`config.mk`:
```
export PLATFORM = sky130hd
export DESIGN_NAME = ucr_control_regs
export DESIGN_NICKNAME = d
export VERILOG_FILES = /design/src/hw/ucr_control_regs.v
export VERILOG_INCLUDE_DIRS = /design/src /design/src/inc
export SDC_FILE = /design/constraint.sdc
export NUM_CORES = 1
export LEC_CHECK = 0
export BUFFER_PORTS_ARGS = -buffer_cell sky130_fd_sc_hd__buf_2
export CAP_MARGIN = 10
export CORE_MARGIN = 5
export CORE_UTILIZATION = 55
export DETAILED_ROUTE_END_ITERATION = 8
export PLACE_DENSITY = 0.72
export SYNTH_ARGS = -nofsm -noshare
export SYNTH_HDL_FRONTEND = slang
export SYNTH_SLANG_ARGS = --single-unit
export TNS_END_PERCENT = 5
```
`constraint.sdc`:
```
create_clock -name clock -period 4.61 [get_ports clock]
set_input_delay 1.383 -clock clock [delete_from_list [all_inputs] [get_ports clock]]
set_output_delay 1.383 -clock clock [all_outputs]
set_load 0.01 [all_outputs]
```
`src/inc/ucr_regs.vh`:
```
// Purpose: register offsets, field positions, masks and reset values of the
//          upconverter control register bank
// Assumes: included by hw/ucr_control_regs.v only
// Notes:   definitions only
`ifndef UCR_REGS_VH
`define UCR_REGS_VH

// ----------------------------------------
// register addresses (serial port instruction bits 4:0)
// ----------------------------------------
`define UCR_ADDR_CLOCK_PATH_CONFIG 5'h02
`define UCR_ADDR_DAC_FULL_SCALE 5'h03
`define UCR_ADDR_AUTO_UPDATE_INTERVAL 5'h04
`define UCR_ADDR_RAM_SEGMENT_ZERO 5'h05
`define UCR_ADDR_RAM_SEGMENT_ONE 5'h06
`define UCR_ADDR_AMPLITUDE_SCALE 5'h09

// ----------------------------------------
// serial port framing
// ----------------------------------------
`define UCR_INSTR_BITS 6'h08
`define UCR_INSTR_READ_BIT 7
`define UCR_BYTES_WORD 6'h04
`define UCR_BYTES_SEGMENT 6'h06

// ----------------------------------------
// clock_path_config fields
// ----------------------------------------
`define UCR_CP_DRIVE 29:28
`define UCR_CP_BAND 26:24
`define UCR_CP_PUMP 21:19
`define UCR_CP_DIV_BYPASS 15
`define UCR_CP_DIV_RUN 14
`define UCR_CP_PLL_ENABLE 8
`define UCR_CP_MODULUS 7:1
`define UCR_CP_MASK 32'h3738c1fe
`define UCR_CP_RESET 32'h17384000

// ----------------------------------------
// dac_full_scale_control
// ----------------------------------------
`define UCR_FS_FIELD 7:0
`define UCR_FS_RESET 8'hff

// ----------------------------------------
// auto_update_interval
// ----------------------------------------
`define UCR_INTERVAL_RESET 32'h0fffffff

// ----------------------------------------
// ram segment descriptor fields
// ----------------------------------------
`define UCR_SEG_STEP_RATE 47:32
`define UCR_SEG_END_ADDR 31:22
`define UCR_SEG_START_ADDR 15:6
`define UCR_SEG_MODE 2:0
`define UCR_SEG_MASK 48'hffffffc0ffc7
`define UCR_SEG_RESET 48'h000000000000

// ----------------------------------------
// amplitude_scale_control fields
// ----------------------------------------
`define UCR_AS_RAMP_RATE 31:16
`define UCR_AS_SCALE 15:2
`define UCR_AS_STEP 1:0
`define UCR_AS_RESET 32'h00000000
`define UCR_AS_FULL_SCALE 14'h3fff

`endif

```
`src/hw/ucr_control_regs.v`:
```
// Purpose: control and configuration register bank of a quadrature
//          upconverter, programmed through the device serial port
// Assumes: serial clock, chip select and data are synchronous to clock
// Notes:   control bits held in the first and second control registers arrive
//          as plain inputs
// What this block does
// - clock path bits 29:28 set reference output driver mode, reset 01b.
// - clock path bits 26:24 pick oscillator band, reset 111b.
// - clock path bits 21:19 pick charge pump current, reset 111b.
// - clock path bit 15: 0 uses input divider (reset), 1 bypasses it.
// - clock path bit 14 is active-low input divider reset, reset 1.
// - clock path bit 8: 0 bypasses PLL (reset), 1 enables it.
// - clock path bits 7:1 hold PLL feedback modulus, reset zero.
// - register 0x03 bits 7:0 set DAC full-scale current, reset 0xff.
// - update interval writes at 0x04 apply at once, no strobe needed.
// - interval sets automatic strobe spacing, only when enabled; reset 0xfffffff.
// - segment zero becomes active on select-pin rise with RAM enabled.
// - segment one becomes active on select-pin fall with RAM enabled.
// - descriptor bits 47:32 hold RAM address step rate.
// - descriptor bits 31:22 hold final RAM address.
// - descriptor bits 15:6 hold first RAM address.
// - descriptor bits 2:0 pick playback mode.
// - amplitude scale register acts only while its enable bit is 1.
// - bits 31:16 set amplitude ramp rate, only with automatic keying.
// - with both keying modes off, bits 15:2 are the amplitude directly.
// - with manual keying only, amplitude applies while keying pin is 1.
// - with automatic keying, bits 15:2 cap the ramped amplitude.
// - bits 1:0 pick ramp step size, only with automatic keying.
`timescale 1ns/1ps
`include "ucr_regs.vh"

module ucr_control_regs (
   // clock and reset
   input wire clock,
   input wire arst_n,
   // serial port
   input wire sclk,
   input wire cs_n,
   input wire sdio_in,
   output wire sdio_out,
   output wire sdio_oe,
   // strobes and pins
   input wire io_update_pin,
   input wire segment_select_pin,
   input wire amplitude_keying_pin,
   // bits of the first and second control registers
   input wire ram_enable,
   input wire amp_scale_enable,
   input wire auto_keying,
   input wire manual_keying,
   input wire auto_update_enable,
   // reference clock path
   output wire [1:0] refout_drive_mode,
   output wire [2:0] oscillator_band_select,
   output wire [2:0] charge_pump_current,
   output wire ref_divider_bypass,
   output wire ref_divider_run_n_reset,
   output wire pll_enable,
   output wire [6:0] pll_feedback_modulus,
   // main dac
   output wire [7:0] dac_full_scale,
   // update strobe seen by the rest of the device
   output wire update_strobe,
   // active ram segment
   output wire seg_active_one,
   output wire [15:0] seg_step_rate,
   output wire [9:0] seg_end_addr,
   output wire [9:0] seg_start_addr,
   output wire [2:0] seg_playback_mode,
   // amplitude scale to the synthesizer
   output wire [13:0] amplitude_scale
);

   // ----------------------------------------
   // state
   // ----------------------------------------
   reg sclk_prev_q;
   reg [5:0] bit_cnt_q;
   reg [47:0] shift_q;
   reg [47:0] rd_shift_q;
   reg rd_mode_q;
   reg [4:0] addr_q;
   reg sdo_q;
   reg sdo_oe_q;
   reg [31:0] cp_shadow_q;
   reg [31:0] cp_active_q;
   reg [7:0] fs_shadow_q;
   reg [7:0] fs_active_q;
   reg [31:0] interval_q;
   reg [31:0] upd_cnt_q;
   reg update_q;
   reg [47:0] seg0_q;
   reg [47:0] seg1_shadow_q;
   reg [47:0] seg1_q;
   reg seg_sel_prev_q;
   reg seg_one_q;
   reg [47:0] seg_active_q;
   reg [31:0] as_shadow_q;
   reg [31:0] as_active_q;
   reg [15:0] ramp_cnt_q;
   reg [13:0] amp_q;

   // ----------------------------------------
   // serial decode
   // ----------------------------------------
   wire sclk_rise = sclk & ~sclk_prev_q;
   wire [47:0] shift_d = {shift_q[46:0], sdio_in};
   wire [7:0] instr_d = shift_d[7:0];
   wire instr_done = sclk_rise && (bit_cnt_q == (`UCR_INSTR_BITS - 6'h01));
   reg [5:0] nbytes;
   reg known_addr;
   reg [5:0] last_bit;
   wire write_done;
   wire io_update_all;


   // sclk is sampled, not used as a clock: the host must hold each sclk
   // level for at least one system clock or bits are lost.
   // a transfer is an 8-bit instruction then 4 or 6 data bytes, msb first.
   // only the latched address decides the length, so a transfer whose
   // instruction names an unmapped register shifts in harmlessly.

   // length and validity of the transfer in flight
   always @* begin
      nbytes = `UCR_BYTES_WORD;
      known_addr = 1'b1;
      if (addr_q == `UCR_ADDR_RAM_SEGMENT_ZERO) begin
         nbytes = `UCR_BYTES_SEGMENT;
      end else if (addr_q == `UCR_ADDR_RAM_SEGMENT_ONE) begin
         nbytes = `UCR_BYTES_SEGMENT;
      end else if (addr_q == `UCR_ADDR_CLOCK_PATH_CONFIG) begin
         known_addr = 1'b1;
      end else if (addr_q == `UCR_ADDR_DAC_FULL_SCALE) begin
         known_addr = 1'b1;
      end else if (addr_q == `UCR_ADDR_AUTO_UPDATE_INTERVAL) begin
         known_addr = 1'b1;
      end else if (addr_q == `UCR_ADDR_AMPLITUDE_SCALE) begin
         known_addr = 1'b1;
      end else begin
         known_addr = 1'b0;
      end
      last_bit = `UCR_INSTR_BITS + {nbytes[2:0], 3'b000} - 6'h01;
   end

   // read value must come from the instruction just completing
   reg [47:0] rd_first;
   always @* begin
      rd_first = 48'h000000000000;
      case (instr_d[4:0])
         `UCR_ADDR_CLOCK_PATH_CONFIG: rd_first = {cp_shadow_q, 16'h0000};
         `UCR_ADDR_DAC_FULL_SCALE: rd_first = {24'h000000, fs_shadow_q, 16'h0000};
         `UCR_ADDR_AUTO_UPDATE_INTERVAL: rd_first = {interval_q, 16'h0000};
         `UCR_ADDR_RAM_SEGMENT_ZERO: rd_first = seg0_q;
         `UCR_ADDR_RAM_SEGMENT_ONE: rd_first = seg1_shadow_q;
         `UCR_ADDR_AMPLITUDE_SCALE: rd_first = {as_shadow_q, 16'h0000};
         default: rd_first = 48'h000000000000;
      endcase
   end

   assign write_done = sclk_rise && !cs_n && !rd_mode_q && known_addr &&
                       (bit_cnt_q == last_bit);

   // ----------------------------------------
   // serial port shifter
   // ----------------------------------------
   always @(posedge clock or negedge arst_n) begin
      if (!arst_n) begin
         sclk_prev_q <= 1'b0;
         bit_cnt_q <= 6'h00;
         shift_q <= 48'h000000000000;
         rd_shift_q <= 48'h000000000000;
         rd_mode_q <= 1'b0;
         addr_q <= 5'h00;
         sdo_q <= 1'b0;
         sdo_oe_q <= 1'b0;
      end else begin
         sclk_prev_q <= sclk;
         if (cs_n) begin
            // deselect aborts any partial transfer
            bit_cnt_q <= 6'h00;
            rd_mode_q <= 1'b0;
            sdo_oe_q <= 1'b0;
         end else if (sclk_rise) begin
            shift_q <= shift_d;
            if (bit_cnt_q != 6'h3f) begin
               bit_cnt_q <= bit_cnt_q + 6'h01;
            end
            if (instr_done) begin
               rd_mode_q <= instr_d[`UCR_INSTR_READ_BIT];
               addr_q <= instr_d[4:0];
               sdo_oe_q <= instr_d[`UCR_INSTR_READ_BIT];
               sdo_q <= rd_first[47];
               rd_shift_q <= {rd_first[46:0], 1'b0};
            end else if (rd_mode_q) begin
               sdo_q <= rd_shift_q[47];
               rd_shift_q <= {rd_shift_q[46:0], 1'b0};
            end
         end
      end
   end

   assign sdio_out = sdo_q;
   assign sdio_oe = sdo_oe_q;

   // ----------------------------------------
   // automatic update strobe
   // ----------------------------------------
   // interval counts from the live register so a new value applies at once.
   // a strobe is due when the counter reaches the interval, so the spacing
   // is interval plus one clocks; a smaller value written mid-count fires
   // at the next edge rather than waiting for a wrap.
   // the pin request and the automatic pulse share one flop, so a pin
   // pulse landing on a due count yields a single strobe, not two.

   always @(posedge clock or negedge arst_n) begin
      if (!arst_n) begin
         upd_cnt_q <= 32'h00000000;
         update_q <= 1'b0;
      end else begin
         update_q <= io_update_pin;
         if (!auto_update_enable) begin
            upd_cnt_q <= 32'h00000000;
         end else if (upd_cnt_q >= interval_q) begin
            upd_cnt_q <= 32'h00000000;
            update_q <= 1'b1;
         end else begin
            upd_cnt_q <= upd_cnt_q + 32'h00000001;
         end
      end
   end

   assign io_update_all = update_q;
   assign update_strobe = update_q;

   // ----------------------------------------
   // register writes and shadow transfer
   // ----------------------------------------
   // reads return the shadow side, so software sees what it wrote even
   // before the strobe; the active copy is only observable on the outputs.
   // a write and a strobe in one cycle: the strobe moves the old shadow,
   // the new value waits for the next strobe.
   // reserved bits are masked at write time so they always read zero.

   always @(posedge clock or negedge arst_n) begin
      if (!arst_n) begin
         cp_shadow_q <= `UCR_CP_RESET;
         cp_active_q <= `UCR_CP_RESET;
         fs_shadow_q <= `UCR_FS_RESET;
         fs_active_q <= `UCR_FS_RESET;
         interval_q <= `UCR_INTERVAL_RESET;
         seg0_q <= `UCR_SEG_RESET;
         seg1_shadow_q <= `UCR_SEG_RESET;
         seg1_q <= `UCR_SEG_RESET;
         as_shadow_q <= `UCR_AS_RESET;
         as_active_q <= `UCR_AS_RESET;
      end else begin
         if (write_done) begin
            if (addr_q == `UCR_ADDR_CLOCK_PATH_CONFIG) begin
               cp_shadow_q <= shift_d[31:0] & `UCR_CP_MASK;
            end else if (addr_q == `UCR_ADDR_DAC_FULL_SCALE) begin
               fs_shadow_q <= shift_d[`UCR_FS_FIELD];
            end else if (addr_q == `UCR_ADDR_AUTO_UPDATE_INTERVAL) begin
               interval_q <= shift_d[31:0];
            end else if (addr_q == `UCR_ADDR_RAM_SEGMENT_ZERO) begin
               seg0_q <= shift_d & `UCR_SEG_MASK;
            end else if (addr_q == `UCR_ADDR_RAM_SEGMENT_ONE) begin
               seg1_shadow_q <= shift_d & `UCR_SEG_MASK;
            end else begin
               as_shadow_q <= shift_d[31:0];
            end
         end
         if (io_update_all) begin
            cp_active_q <= cp_shadow_q;
            fs_active_q <= fs_shadow_q;
            seg1_q <= seg1_shadow_q;
            as_active_q <= as_shadow_q;
         end
      end
   end

   assign refout_drive_mode = cp_active_q[`UCR_CP_DRIVE];
   assign oscillator_band_select = cp_active_q[`UCR_CP_BAND];
   assign charge_pump_current = cp_active_q[`UCR_CP_PUMP];
   assign ref_divider_bypass = cp_active_q[`UCR_CP_DIV_BYPASS];
   assign ref_divider_run_n_reset = cp_active_q[`UCR_CP_DIV_RUN];
   assign pll_enable = cp_active_q[`UCR_CP_PLL_ENABLE];
   assign pll_feedback_modulus = cp_active_q[`UCR_CP_MODULUS];
   assign dac_full_scale = fs_active_q;

   // ----------------------------------------
   // ram segment selection
   // ----------------------------------------
   // segment zero is live, so a rise loads whatever was last written;
   // segment one only offers what the last strobe moved across.
   // the pin is compared with its own previous sample, so the flop resets
   // low to match the idle level and no false rise follows reset.
   // with ram disabled the edge history still tracks the pin, so enabling
   // ram later does not replay an old edge.

   always @(posedge clock or negedge arst_n) begin
      if (!arst_n) begin
         seg_sel_prev_q <= 1'b0;
         seg_one_q <= 1'b0;
         seg_active_q <= `UCR_SEG_RESET;
      end else begin
         seg_sel_prev_q <= segment_select_pin;
         if (ram_enable && segment_select_pin && !seg_sel_prev_q) begin
            seg_one_q <= 1'b0;
            seg_active_q <= seg0_q;
         end else if (ram_enable && !segment_select_pin && seg_sel_prev_q) begin
            seg_one_q <= 1'b1;
            seg_active_q <= seg1_q;
         end
      end
   end

   assign seg_active_one = seg_one_q;
   assign seg_step_rate = seg_active_q[`UCR_SEG_STEP_RATE];
   assign seg_end_addr = seg_active_q[`UCR_SEG_END_ADDR];
   assign seg_start_addr = seg_active_q[`UCR_SEG_START_ADDR];
   assign seg_playback_mode = seg_active_q[`UCR_SEG_MODE];

   // ----------------------------------------
   // amplitude scale
   // ----------------------------------------
   // step codes 0 to 3 give steps of 1, 2, 4 and 8.
   // a tick comes every rate plus one clocks while automatic keying runs;
   // the ramp counter idles at zero otherwise so the first tick is full length.
   // a ceiling lowered below the present amplitude clamps at once instead
   // of walking down, trading smoothness for never exceeding the limit.
   // ramping down stops at zero rather than wrapping.

   wire [13:0] as_ceiling = as_active_q[`UCR_AS_SCALE];
   wire [15:0] as_rate = as_active_q[`UCR_AS_RAMP_RATE];
   wire [1:0] as_step_code = as_active_q[`UCR_AS_STEP];
   wire [14:0] as_step = 15'h0001 << as_step_code;
   wire [14:0] amp_up = {1'b0, amp_q} + as_step;
   wire ramp_tick = (ramp_cnt_q >= as_rate);
   reg [13:0] amp_d;

   always @* begin
      amp_d = amp_q;
      if (!amp_scale_enable) begin
         amp_d = `UCR_AS_FULL_SCALE;
      end else if (!auto_keying && !manual_keying) begin
         amp_d = as_ceiling;
      end else if (!auto_keying) begin
         amp_d = amplitude_keying_pin ? as_ceiling : 14'h0000;
      end else if (amp_q > as_ceiling) begin
         amp_d = as_ceiling;
      end else if (ramp_tick && amplitude_keying_pin) begin
         // saturate at the ceiling instead of wrapping past it
         amp_d = (amp_up >= {1'b0, as_ceiling}) ? as_ceiling : amp_up[13:0];
      end else if (ramp_tick) begin
         amp_d = ({1'b0, amp_q} <= as_step) ? 14'h0000 : amp_q - as_step[13:0];
      end
   end

   always @(posedge clock or negedge arst_n) begin
      if (!arst_n) begin
         ramp_cnt_q <= 16'h0000;
         amp_q <= `UCR_AS_FULL_SCALE;
      end else begin
         amp_q <= amp_d;
         if (!auto_keying || !amp_scale_enable || ramp_tick) begin
            ramp_cnt_q <= 16'h0000;
         end else begin
            ramp_cnt_q <= ramp_cnt_q + 16'h0001;
         end
      end
   end

   assign amplitude_scale = amp_q;

endmodule // ucr_control_regs

```
### Word level (Yosys, flattened, before mapping)

Cells that the tools add are included.

| storage, ports and cells | value |
|---|---|
| register bits after elaboration | 487 |
| bits of input ports | 13 |
| output and inout bits | 83 |
| logic and storage cells | 134 |

| cells by class | value |
|---|---|
| add/sub/neg operators | 7 |
| magnitude comparators | 5 |
| equality and inequality tests | 16 |
| shift-type cells | 1 |
| multiplexer cells | 37 |
| bitwise logic cells | 8 |
| reductions and logical operators | 36 |

Operators by type and width:

| cell | count |
|---|---|
| $pmux 48 s6 | 1 |
| $mux 48 | 4 |
| $mux 14 | 9 |
| $mux 32 | 2 |
| $add 32x1->32 const B | 1 |
| $ge 32x32->1 | 1 |
| $eq 5x3->1 const B | 6 |
| $eq 5x2->1 const B | 4 |
| $mux 6 | 3 |
| $add 16x1->16 const B | 1 |
| $ge 16x16->1 | 1 |
| $mux 16 | 1 |
| $add 14x15->15 | 1 |
| $ge 15x14->1 | 1 |
| $le 14x15->1 | 1 |
| $mux 1 | 15 |
| $shl 1x2->15 const A | 1 |
| $gt 14x14->1 | 1 |
| $sub 14x14->14 | 1 |
| $reduce_and 6->1 | 2 |
| $logic_and 1x1->1 | 11 |
| $eq 5x4->1 const B | 2 |
| $reduce_bool 2->1 | 5 |
| $reduce_and 3->1 | 3 |
| 16 further kinds | 32 |

### Longest topological paths before layout

Gate-level depths: netlist (run 1).

| depth | value |
|---|---|
| depth in word-level cells | 10 |
| mapped depth | 17 |
| gate-level depth less buffers | 16 |

### Worst setup path after synthesis (run 1)

Ideal clock, no wire load.

| path | value |
|---|---|
| path kind | reg-to-reg |
| start | reg as_active_q[1] |
| end | reg amp_q[3], in the netlist amplitude_scale[3] |
| setup time | 83 ps |
| data arrival time | 3,644 ps |
| required time | 4,527 ps |
| slack | 882 ps |
| stages on the path, launching flop included | 17 |
| buffers on the path | 0 |
| period minus slack after synthesis | 3,728 ps |
| cell sequence | dfrtp_1 nor2_1 ha_1 inv_1 fa_1 nor3_1 nor3_1 nand3b_1 xnor2_1 ha_1 nand4_1 nor2_1 a211oi_1 o31ai_1 nor2_1 a41o_1 a221o_1 |

| between the ends | value |
|---|---|
| word-level cells in the longest chain between the ends | 9 |
| elaborated cells on any way between the ends | 13 |
| classes of those cells | add/sub: 2; order compare: 2; shift: 1; mux: 8 |

Ends and longest elaborated chain:

| item | line | text |
|---|---|---|
| start: declaration | ucr_control_regs.v:99 | `reg [31:0] as_active_q;` |
| start signal: assignment | ucr_control_regs.v:255 | `` as_active_q <= `UCR_AS_RESET; `` |
| start signal: assignment | ucr_control_regs.v:276 | `as_active_q <= as_shadow_q;` |
| $shl 1x2->15 * | ucr_control_regs.v:336 | `wire [14:0] as_step = 15'h0001 << as_step_code;` |
| $add 14x15->15 (tied with other cells) | ucr_control_regs.v:337 | `wire [14:0] amp_up = {1'b0, amp_q} + as_step;` |
| $ge 15x14->1 or $mux 14 (tied branches) | ucr_control_regs.v:353, ucr_control_regs.v:355 |  |
| $mux 14, on equally long branches | ucr_control_regs.v:353, ucr_control_regs.v:354 |  |
| $mux 14 * | ucr_control_regs.v:351 | `end else if (ramp_tick && amplitude_keying_pin) begin` |
| $mux 14 * | ucr_control_regs.v:349 | `end else if (amp_q > as_ceiling) begin` |
| $mux 14 * | ucr_control_regs.v:347 | `end else if (!auto_keying) begin` |
| $mux 14 * | ucr_control_regs.v:345 | `end else if (!auto_keying && !manual_keying) begin` |
| $mux 14 * | ucr_control_regs.v:343 | `if (!amp_scale_enable) begin` |
| end signal: assignment | ucr_control_regs.v:362 | `` amp_q <= `UCR_AS_FULL_SCALE; `` |
| end signal: assignment | ucr_control_regs.v:364 | `amp_q <= amp_d;` |
| end: declaration | ucr_control_regs.v:101 | `reg [13:0] amp_q;` |

Mark *: on every way between the ends. The rest lies on a longest branch, timed or not. The select of a mux whose other input is x is not followed.
A chain may end at the register's enable or synchronous reset.

### Final worst setup path (run 1)

| path | value |
|---|---|
| start | reg as_active_q[1] |
| end | reg amp_q[0], in the netlist amplitude_scale[0] |

Same word-level chain as after synthesis.

==> impl_metrics.ini, run 1 <==
[sta]
slew_headroom_pct = 21.8
clock_skew_ns = 0.0162
report.final.slew_viol_count = 0
fin_crit_ns = 4.33
setup_viol = 0
fmax_ghz = 0.231
hold_viol = 0
worstMarginPinSlew_ns = 1.17
rsz0062_at_grt = false
fin_crit_sh_pct = 94.0

[outcome]
outcome = completed

[placed_design]
gp_congestion = 0.894
portBuffers = 95
place_area_um2 = 24300
dp_hpwl_um = 39500

[power]
peakVddDrop_mv = 0.295
power.leakage_uw = 0.0124
powerDensity_nw_per_um2 = 361

[die]
die_x_um = 215
initial_core_util_pct = 55.4
chipHeight_um = 215
rows = 75
ios = 96
die_area_um2 = 46400
coreArea_um2 = 41900

[worst_setup_path]
arrival_ns = 4.84
crit_fanout = 8
path_class = reg2reg
cp-start-kind = register
required_ns = 5.12
critPathCaptureType = register

[synthesis]
avgSynthCellArea_um2 = 11.3
synth_nets = 2165
synth_cell_types = 68
synth-async-reset-ratio_pct = 100
synth-edff-count = 0
syn-cell-area_um2 = 23200
ys_seq_area_share_pct = 51.8
synth_warnings = 0
synth_flop_cell = dfrtp_1
synth_seq_cells = 477
postSynthCellCount = 2062

[clock_network]
cts_hold_buf = 0
cts-root-buf = clkbuf_16
cts_sinks = 477
post_cts_buffers = 0
clockBufferDepth = 3
insertion_delay_ns = 0.59
htreeDepth = 2
cts_tree = yes
cts_buffers = 52
clkTransAtPathRegs_ns = 0.06

[routing]
viasPerCell = 6.08
dr_total_vias = 16500
dr.pass1.iters = 7
drt_wl_total_um = 59400
antenna_left = 0
drt_iter0_markers = 1418
drc = 0
wire_per_inst_um = 21.9

[final_layout]
synthToLayoutAreaGrowth_pct = 12.2
drive_gt1_share_pct = 25.9
final_common_cell = dfrtp_1
nets = 2231
final_area_um2 = 26000
final_cell_mix = dfrtp_1, mux2_2, a21oi_1, nand2_1, o21ai_0
fin_util_pct = 62.2
n_fill_cell = 3355

[grt]
antenna_found_initial = 3
grt-ovfl-total = 0
grt_pass1_wl_um = 96600
grt_pass1_vias = 16800
grtUsageTotal_pct = 25.7
grt_max_degree = 124

[hold_path]
hp-class = reg2reg

[run]
drv_cap = 0
## flip-flops by register name (all words and copies together) (netlist names), 5 cells and up
name             flops
upd_cnt_q           32
interval_q          32
rd_shift_q          47
amplitude_scale     14
dac_full_scale       8
cp_shadow_q         18
seg1_q              39
seg_active_q        39
cp_active_q         18
shift_q             47
as_active_q         32
as_shadow_q         32
ramp_cnt_q          16
fs_shadow_q          8
seg0_q              39
seg1_shadow_q       39
addr_q               5
bit_cnt_q            6
## critical path: stages, from the launching register on
cell and delay, ns:
dfrtp_1 0.42, nor2_1 0.24, ha_1 0.21, inv_1 0.05, fa_1 0.40, nor3_1 0.31, o31a_1 0.27, nand3_1 0.12
xnor2_1 0.20, ha_1 0.27, a21oi_1 0.13, nor2b_1 0.06, a311oi_1 0.43, o31a_1 0.35, nand2_1 0.27, a311oi_1 0.39
o21ai_1 0.13
## synth_stat cells (14+ instances only)
cell / n / area (um^2)
a21oi_1: 134 / 671
a22oi_1: 22 / 165
nand4_1: 17 / 106
mux2i_1: 64 / 641
xnor2_1: 35 / 307
dfrtp_1: 403 / 10100
ha_1: 88 / 1100
mux2_2: 259 / 2920
clkbuf_1: 93 / 349
dfstp_2: 74 / 1940
a21o_1: 20 / 150
nor2_1: 130 / 488
mux2_1: 33 / 372
a221oi_1: 20 / 175
buf_1: 14 / 52.6
nand3_1: 73 / 365
o21ai_0: 127 / 636
a22o_1: 17 / 149
and3_1: 17 / 106
inv_1: 78 / 293
xor2_1: 30 / 263
nand2_1: 131 / 492
## repair_timing
item / 4_1_cts / 5_1_grt
pin swaps: 0 / 0
setup endpoints to repair: 1 / 3
gates resized for setup: 1 / 1
## final timing paths
kind	from	to	slack, ns	depth (start not counted)
max in group asynchronous	arst_n	interval_q[7]	2.75	2
worst min register to register	seg_active_q[44]	seg_active_q[44]	0.48	2
worst max-delay path	as_active_q[1]	amplitude_scale[0]	0.28	16
worst max register to register	as_active_q[1]	amplitude_scale[0]	0.28	16
min in group asynchronous	arst_n	cp_shadow_q[1]	0.92	1
worst min-delay path	seg_active_q[44]	seg_active_q[44]	0.48	2
## per-layer routing
| metal | up-vias | part of all wire (%) | global-route usage (%) | wire, um |
|---|---|---|---|---|
| met1 | 8352 | 45 | 36.9 | 26800 |
| met2 | 489 | 46 | 40.7 | 27500 |
| met4 | 2 | 2.0 | 5.82 | 1170 |
| li1 | 7550 | - | - | - |
| met3 | 81 | 6.5 | 5.28 | 3860 |
| met5 | - | 0.034 | 0 | 20 |
## power by group
part	switching, uW	internal, uW	total, uW	leakage [uW]
Clock	1690	2540	4230	0.000852
Combinational	460	251	712	0.00522
Sequential	179	4280	4460	0.00634
## final cells by class
| class | count | area, um^2 | share of cell area (%) |
|---|---|---|---|
| diodes | 1 | 2.50 | 0.00961 |
| clock buffers | 77 | 1510 | 5.78 |
| clock inverters | 18 | 226 | 0.870 |
| inverters | 79 | 297 | 1.14 |
| multi-input cells | 1385 | 10400 | 40.1 |
| flip-flops and latches | 477 | 12000 | 46.2 |
| well taps | 539 | 674 | 2.59 |
| repair buffers | 133 | 871 | 3.34 |
## through the flow
step | TNS (ns) | total power, uW | setup slack, ns | instances | hold slack, ns
2_1_floorplan | 0 | 4890 | 0.882 | 2062 | 0.450
3_3_place_gp | 0 | 5220 | 0.0694 | 2613 | 0.457
3_5_place_dp | -0.0622 | 5240 | -0.0622 | 2613 | 0.465
4_1_cts | 0 | 9470 | 0.181 | 2708 | 0.478
5_1_grt | 0 | 9730 | 0.0361 | 2708 | 0.510
6_report | 0 | 9400 | 0.276 | 2709 | 0.475
## logic make-up (layout without fill, tap and decap cells)
kind of cell	count (synthesis)	after routing	synth area share [%]
xor gates and xnor gates	65	65	2.45
AOI/OAI and AO/OA	434	434	11.7
muxes	356	356	16.9
other	0	1	0
and+or+nand+nor	440	440	8.78
DFF	477	477	51.8
buffers and inverters	200	307	3.38
adders and majority gates	90	90	4.92
No activity file was read; power rests on OpenSTA's default activity.
==> inputs of run 2 (changes only) <==
- PLACE_DENSITY: 0.72 -> default
- PLACE_DENSITY_LB_ADDON: default -> 0.08
==> run 2 against run 1 <==
  * Clock power up 5.0%
  * Sequential power about the same
  * Count of clock-buffer cells in the layout down 2
  * Highest routed layer is now met4
  * Setup slack better by 0.039 ns
==> impl_metrics.ini, run 2 (synthesized netlist as in run 1, its figures left out) <==
[final_layout]
final_common_cell = dfrtp_1
fin_util_pct = 62.5
drive_gt1_share_pct = 26.3
nets = 2236
reg.largest.list = rd_shift_q x47, shift_q x47
fin_cells = 2715
final_cell_mix = dfrtp_1, mux2_2, a21oi_1, nand2_1
num_antenna_cells = 0
synthToLayoutAreaGrowth_pct = 12.8
n_fill_cell = 3382

[worst_setup_path]
crit_fanout = 9
path_class = reg2reg
cp-start-kind = register
arrival_ns = 4.80
crit_slowest_cell = nor2_1
critPathCaptureType = register
required_ns = 5.12
critPathMaxStageDelay_ns = 0.46
ff2ff_path_depth = 16
path_cells = nor2_1 > ha_1 > inv_1 > fa_1 > nor3_1 > o31a_1 > nand3_1 > xnor2_1 > ha_1 > a21oi_1 > nor2b_1 > a311oi_1 > o31ai_2 > nor2_1 > o21bai_1 > a221o_1

[routing]
drc = 0
dr_total_vias = 16300
antenna_left = 0
wire_per_inst_um = 21.8
viasPerCell = 6.00
dr.pass1.iters = 8
drt_iter0_markers = 1181
drt_wl_total_um = 59200

[sta]
clock_skew_ns = 0.0272
worstMarginPinSlew_ns = 1.12
fin_crit_ns = 4.29
fmax_ghz = 0.233
fin_crit_sh_pct = 93.2
hold_slack_ns = 0.476
slew_headroom_pct = 25.3
fin_tns_setup_ns = 0
rsz0062_at_grt = false
report.final.slew_viol_count = 0
setup_viol = 0
hold_viol = 0

[power]
peakVddDrop_mv = 0.336
powerDensity_nw_per_um2 = 367
power.leakage_uw = 0.0125

[clock_network]
clkTransAtPathRegs_ns = 0.06
cts_buffers = 51
htreeDepth = 2
cts_tree = yes
clockBufferDepth = 3
cts_sinks = 477
insertion_delay_ns = 0.61
cts-root-buf = clkbuf_16
cts_hold_buf = 0

[die]
rows = 75
initial_core_util_pct = 55.4
die_x_um = 215
chipHeight_um = 215
coreArea_um2 = 41900
ios = 96
die_area_um2 = 46400

[run]
drv_cap = 0

[grt]
antenna_found_initial = 2
grtUsageTotal_pct = 25.7
grt_pass1_wl_um = 96100
grt_max_degree = 88
grt-ovfl-total = 0
grt_pass1_vias = 16700

[hold_path]
hp-class = reg2reg
whs_path_depth = 2

[placed_design]
gp_congestion = 0.882
dp_hpwl_um = 40400
portBuffers = 95
dpl.cell_count = 2619

[outcome]
outcome = completed
-- run 2: changes by cell type in the layout (fill, tap and decap cells not counted), sizes merged --
cell,before,now
bufinv,5,8
clkinvlp,2,1
clkinv,11,12
buf,133,139
clkbuf,77,75
diode,1,0
-- run 2: worst max-delay path: cells and delay by family (launching register included) --
family                   cells  cell delay [ns]
AO/OA/AOI/OAI                6             1.47
XOR/XNOR                     1             0.21
adder cells (fa/ha/maj)      3             0.89
buffers and inverters        1             0.05
flip-flops                   1             0.41
AND/OR/NAND/NOR              5             1.19
-- run 2: power breakdown --
part | internal [uW] | switching, uW | total (uW)
sequential | 4280 | 178 | 4460
combinational | 247 | 451 | 698
clock | 2720 | 1720 | 4440
total | 7250 | 2350 | 9600
-- run 2: worst paths after layout --
path	slack [ns]	startpoint	endpoint
max in group asynchronous	2.92	arst_n	cp_active_q[19]
worst min-delay path	0.48	seg_active_q[1]	seg_active_q[1]
worst max register to register	0.32	as_active_q[1]	amplitude_scale[3]
min in group asynchronous	0.78	arst_n	seg_active_q[10]
worst max-delay path	0.32	as_active_q[1]	amplitude_scale[3]
worst min register to register	0.48	seg_active_q[1]	seg_active_q[1]
-- run 2: final cells by class --
type                       count  area (um^2)  share of cell area (%)
clock buffer                  75         1510                    5.77
clock inverter                21          327                    1.25
inverter                      79          297                    1.13
multi-input combinational   1385        10400                    39.9
sequential                   477        12000                    46.0
tap                          539          674                    2.58
timing repair buffer         139          891                    3.41
-- run 2: timing repair --
| action | CTS | global route |
|---|---|---|
| buffers inserted | 0 | 0 |
| gates resized for setup | 0 | 2 |
| setup endpoints to repair | 0 | 6 |
-- run 2: per-stage QoR --
step | setup WS, ns | cell area [um^2] | power (uW)
2_1_floorplan | 0.882 | 23200 | 4890
3_3_place_gp | 0.185 | 24300 | 5220
3_5_place_dp | 0.0330 | 24300 | 5230
4_1_cts | 0.00356 | 26200 | 9680
5_1_grt | 0.0111 | 26200 | 9950
6_report | 0.316 | 26200 | 9600
-- run 2: layer usage --
metal,part of all wire [%],wire length (um),GRT usage (%),up-vias
met5,0,0,0,-
met4,1.8,1070,5.72,0
met3,4.9,2870,4.36,81
met2,46,27400,40.4,394
met1,47,27800,37.9,8262
li1,-,-,-,7565
==> inputs of run 3 (changes only) <==
- BUFFER_PORTS_ARGS: -buffer_cell sky130_fd_sc_hd__buf_2 -> -buffer_cell sky130_fd_sc_hd__buf_4
==> run 3 against run 2 <==
  * Register-to-register slack improved by 0.02 ns
  * Largest cell class unchanged
  * First-iteration DRC count up 6.3%
  * Clock skew about the same
  * Fmax rose by 0.42%
  * Sequential power barely moved
  * Sequential share of layout area fell by 0.44 points
==> impl_metrics.ini, run 3 (synthesized netlist as in run 1, its figures left out) <==
[final_layout]
drive_gt1_share_pct = 26.3
n_fill_cell = 3382
synthToLayoutAreaGrowth_pct = 13.9
reg.largest.list = rd_shift_q x47, shift_q x47
final_cell_mix = dfrtp_1, mux2_2, a21oi_1, buf_4, nand2_1
num_antenna_cells = 0
nets = 2235
final_common_cell = dfrtp_1
regArea_um2 = 12000
multiInputGateArea_um2 = 10400

[die]
initial_core_util_pct = 55.4
chipHeight_um = 215
coreArea_um2 = 41900
die_area_um2 = 46400
ios = 96
rows = 75
die_x_um = 215

[hold_path]
whs_path_depth = 2
hold_end = seg_active_q[45]
hp-class = reg2reg
hp-start = seg_active_q[45]

[worst_setup_path]
cp-start-kind = register
crit_fanout = 8
regToRegSetupSlack_ns = 0.33
path_cells = nor2_1 > ha_1 > inv_1 > fa_1 > nor3_1 > o31a_1 > nand3_1 > xnor2_1 > ha_1 > a21oi_1 > nor2b_1 > a311oi_1 > o31a_1 > nand2_1 > a311oi_1 > o21ai_1
critPathCaptureType = register
reg2reg_from = as_active_q[1]
cp_num_buf_inv = 1
critPathMaxStageDelay_ns = 0.41
path_depth = 16
ff2ff_path_depth = 16
arrival_ns = 4.80
crit_slowest_cell = dfrtp_1
path_class = reg2reg
worstReg2RegEnd = amplitude_scale[0]
required_ns = 5.14
crit_family = compound AO/OA/AOI/OAI gates

[clock_network]
insertion_delay_ns = 0.61
post_cts_buffers = 0
cts_hold_buf = 0
cts.repair.resized = 0
cts-root-buf = clkbuf_16
clockBufferDepth = 3
cts_sinks = 477
htreeDepth = 2
cts_buffers = 51
clkTransAtPathRegs_ns = 0.06
cts_tree = yes

[grt]
grt_pass1_wl_um = 96900
grtUsageTotal_pct = 25.9
grt-ovfl-total = 0
grt_pass1_vias = 16600
grt_max_degree = 86
antenna_found_initial = 1

[sta]
fin_tns_setup_ns = 0
fmax_ghz = 0.234
hold_viol = 0
fin_crit_ns = 4.28
report.final.slew_viol_count = 0
final.setup.worst_slack_ns = 0.334
fin_crit_sh_pct = 92.8
clock_skew_ns = 0.0270
slew_headroom_pct = 31.3
rsz0062_at_grt = false
worstMarginPinSlew_ns = 1.03
setup_viol = 0

[run]
drv_cap = 0

[power]
peakVddDrop_mv = 0.281
total_power_uw = 9680
power.leakage_uw = 0.0125
powerDensity_nw_per_um2 = 366

[routing]
drt_iter0_markers = 1255
viasPerCell = 6.02
wire_per_inst_um = 22.1
drc = 0
drt_wl_total_um = 59800
dr_total_vias = 16300
dr.pass1.iters = 5
antenna_left = 0

[placed_design]
dp_hpwl_um = 40600
dp_slack_ns = 0.0777
portBuffers = 95
gp_congestion = 0.856

[outcome]
outcome = completed
[run 3: worst max path at each step]
stage,start,endpoint
floorplan,as_active_q[1],amplitude_scale[3]
finish,as_active_q[1],amplitude_scale[0]
CTS,as_active_q[1],amplitude_scale[3]
global route,as_active_q[1],amplitude_scale[0]
global placement,as_active_q[1],amplitude_scale[3]
detailed placement,as_active_q[1],amplitude_scale[3]
[run 3: through the flow]
stage,utilization [%],instances,hold WS (ns),instance area (um^2)
after floorplan,-,2062,0.450,23200
after global placement,58.7,2618,0.462,24600
after detailed placement,58.7,2618,0.471,24600
after CTS,63.1,2713,0.484,26400
after global routing,63.1,2713,0.510,26400
final,63.1,2713,0.478,26400
[run 3: worst min-delay path, delay by kind of cell, from the launching register on]
kind               cells  cell delay [ns]
and+or+nand+nor        1             0.04
AOI/OAI and AO/OA      1             0.06
DFF                    1             0.34
[run 3: report_power, final]
group,total [uW],internal [uW],switching [uW]
clock,4500,2760,1750
combinational,723,263,460
sequential,4450,4280,175
total,9680,7300,2380
[run 3: layout make-up]
type,count,area share [%]
timing repair buffer,138,4.28
sequential,477,45.5
tap,539,2.55
multi-input combinational,1385,39.5
inverter,79,1.12
clock inverter,22,1.37
clock buffer,73,5.64
[run 3: metal layers]
| metal | up-vias | wire length, um | GRT usage [%] |
|---|---|---|---|
| li1 | 7552 | - | - |
| met1 | 8319 | 27800 | 38.2 |
| met2 | 384 | 28000 | 41.2 |
| met3 | 75 | 2920 | 3.62 |
| met4 | 0 | 1100 | 6.00 |
| met5 | - | 0 | 0 |
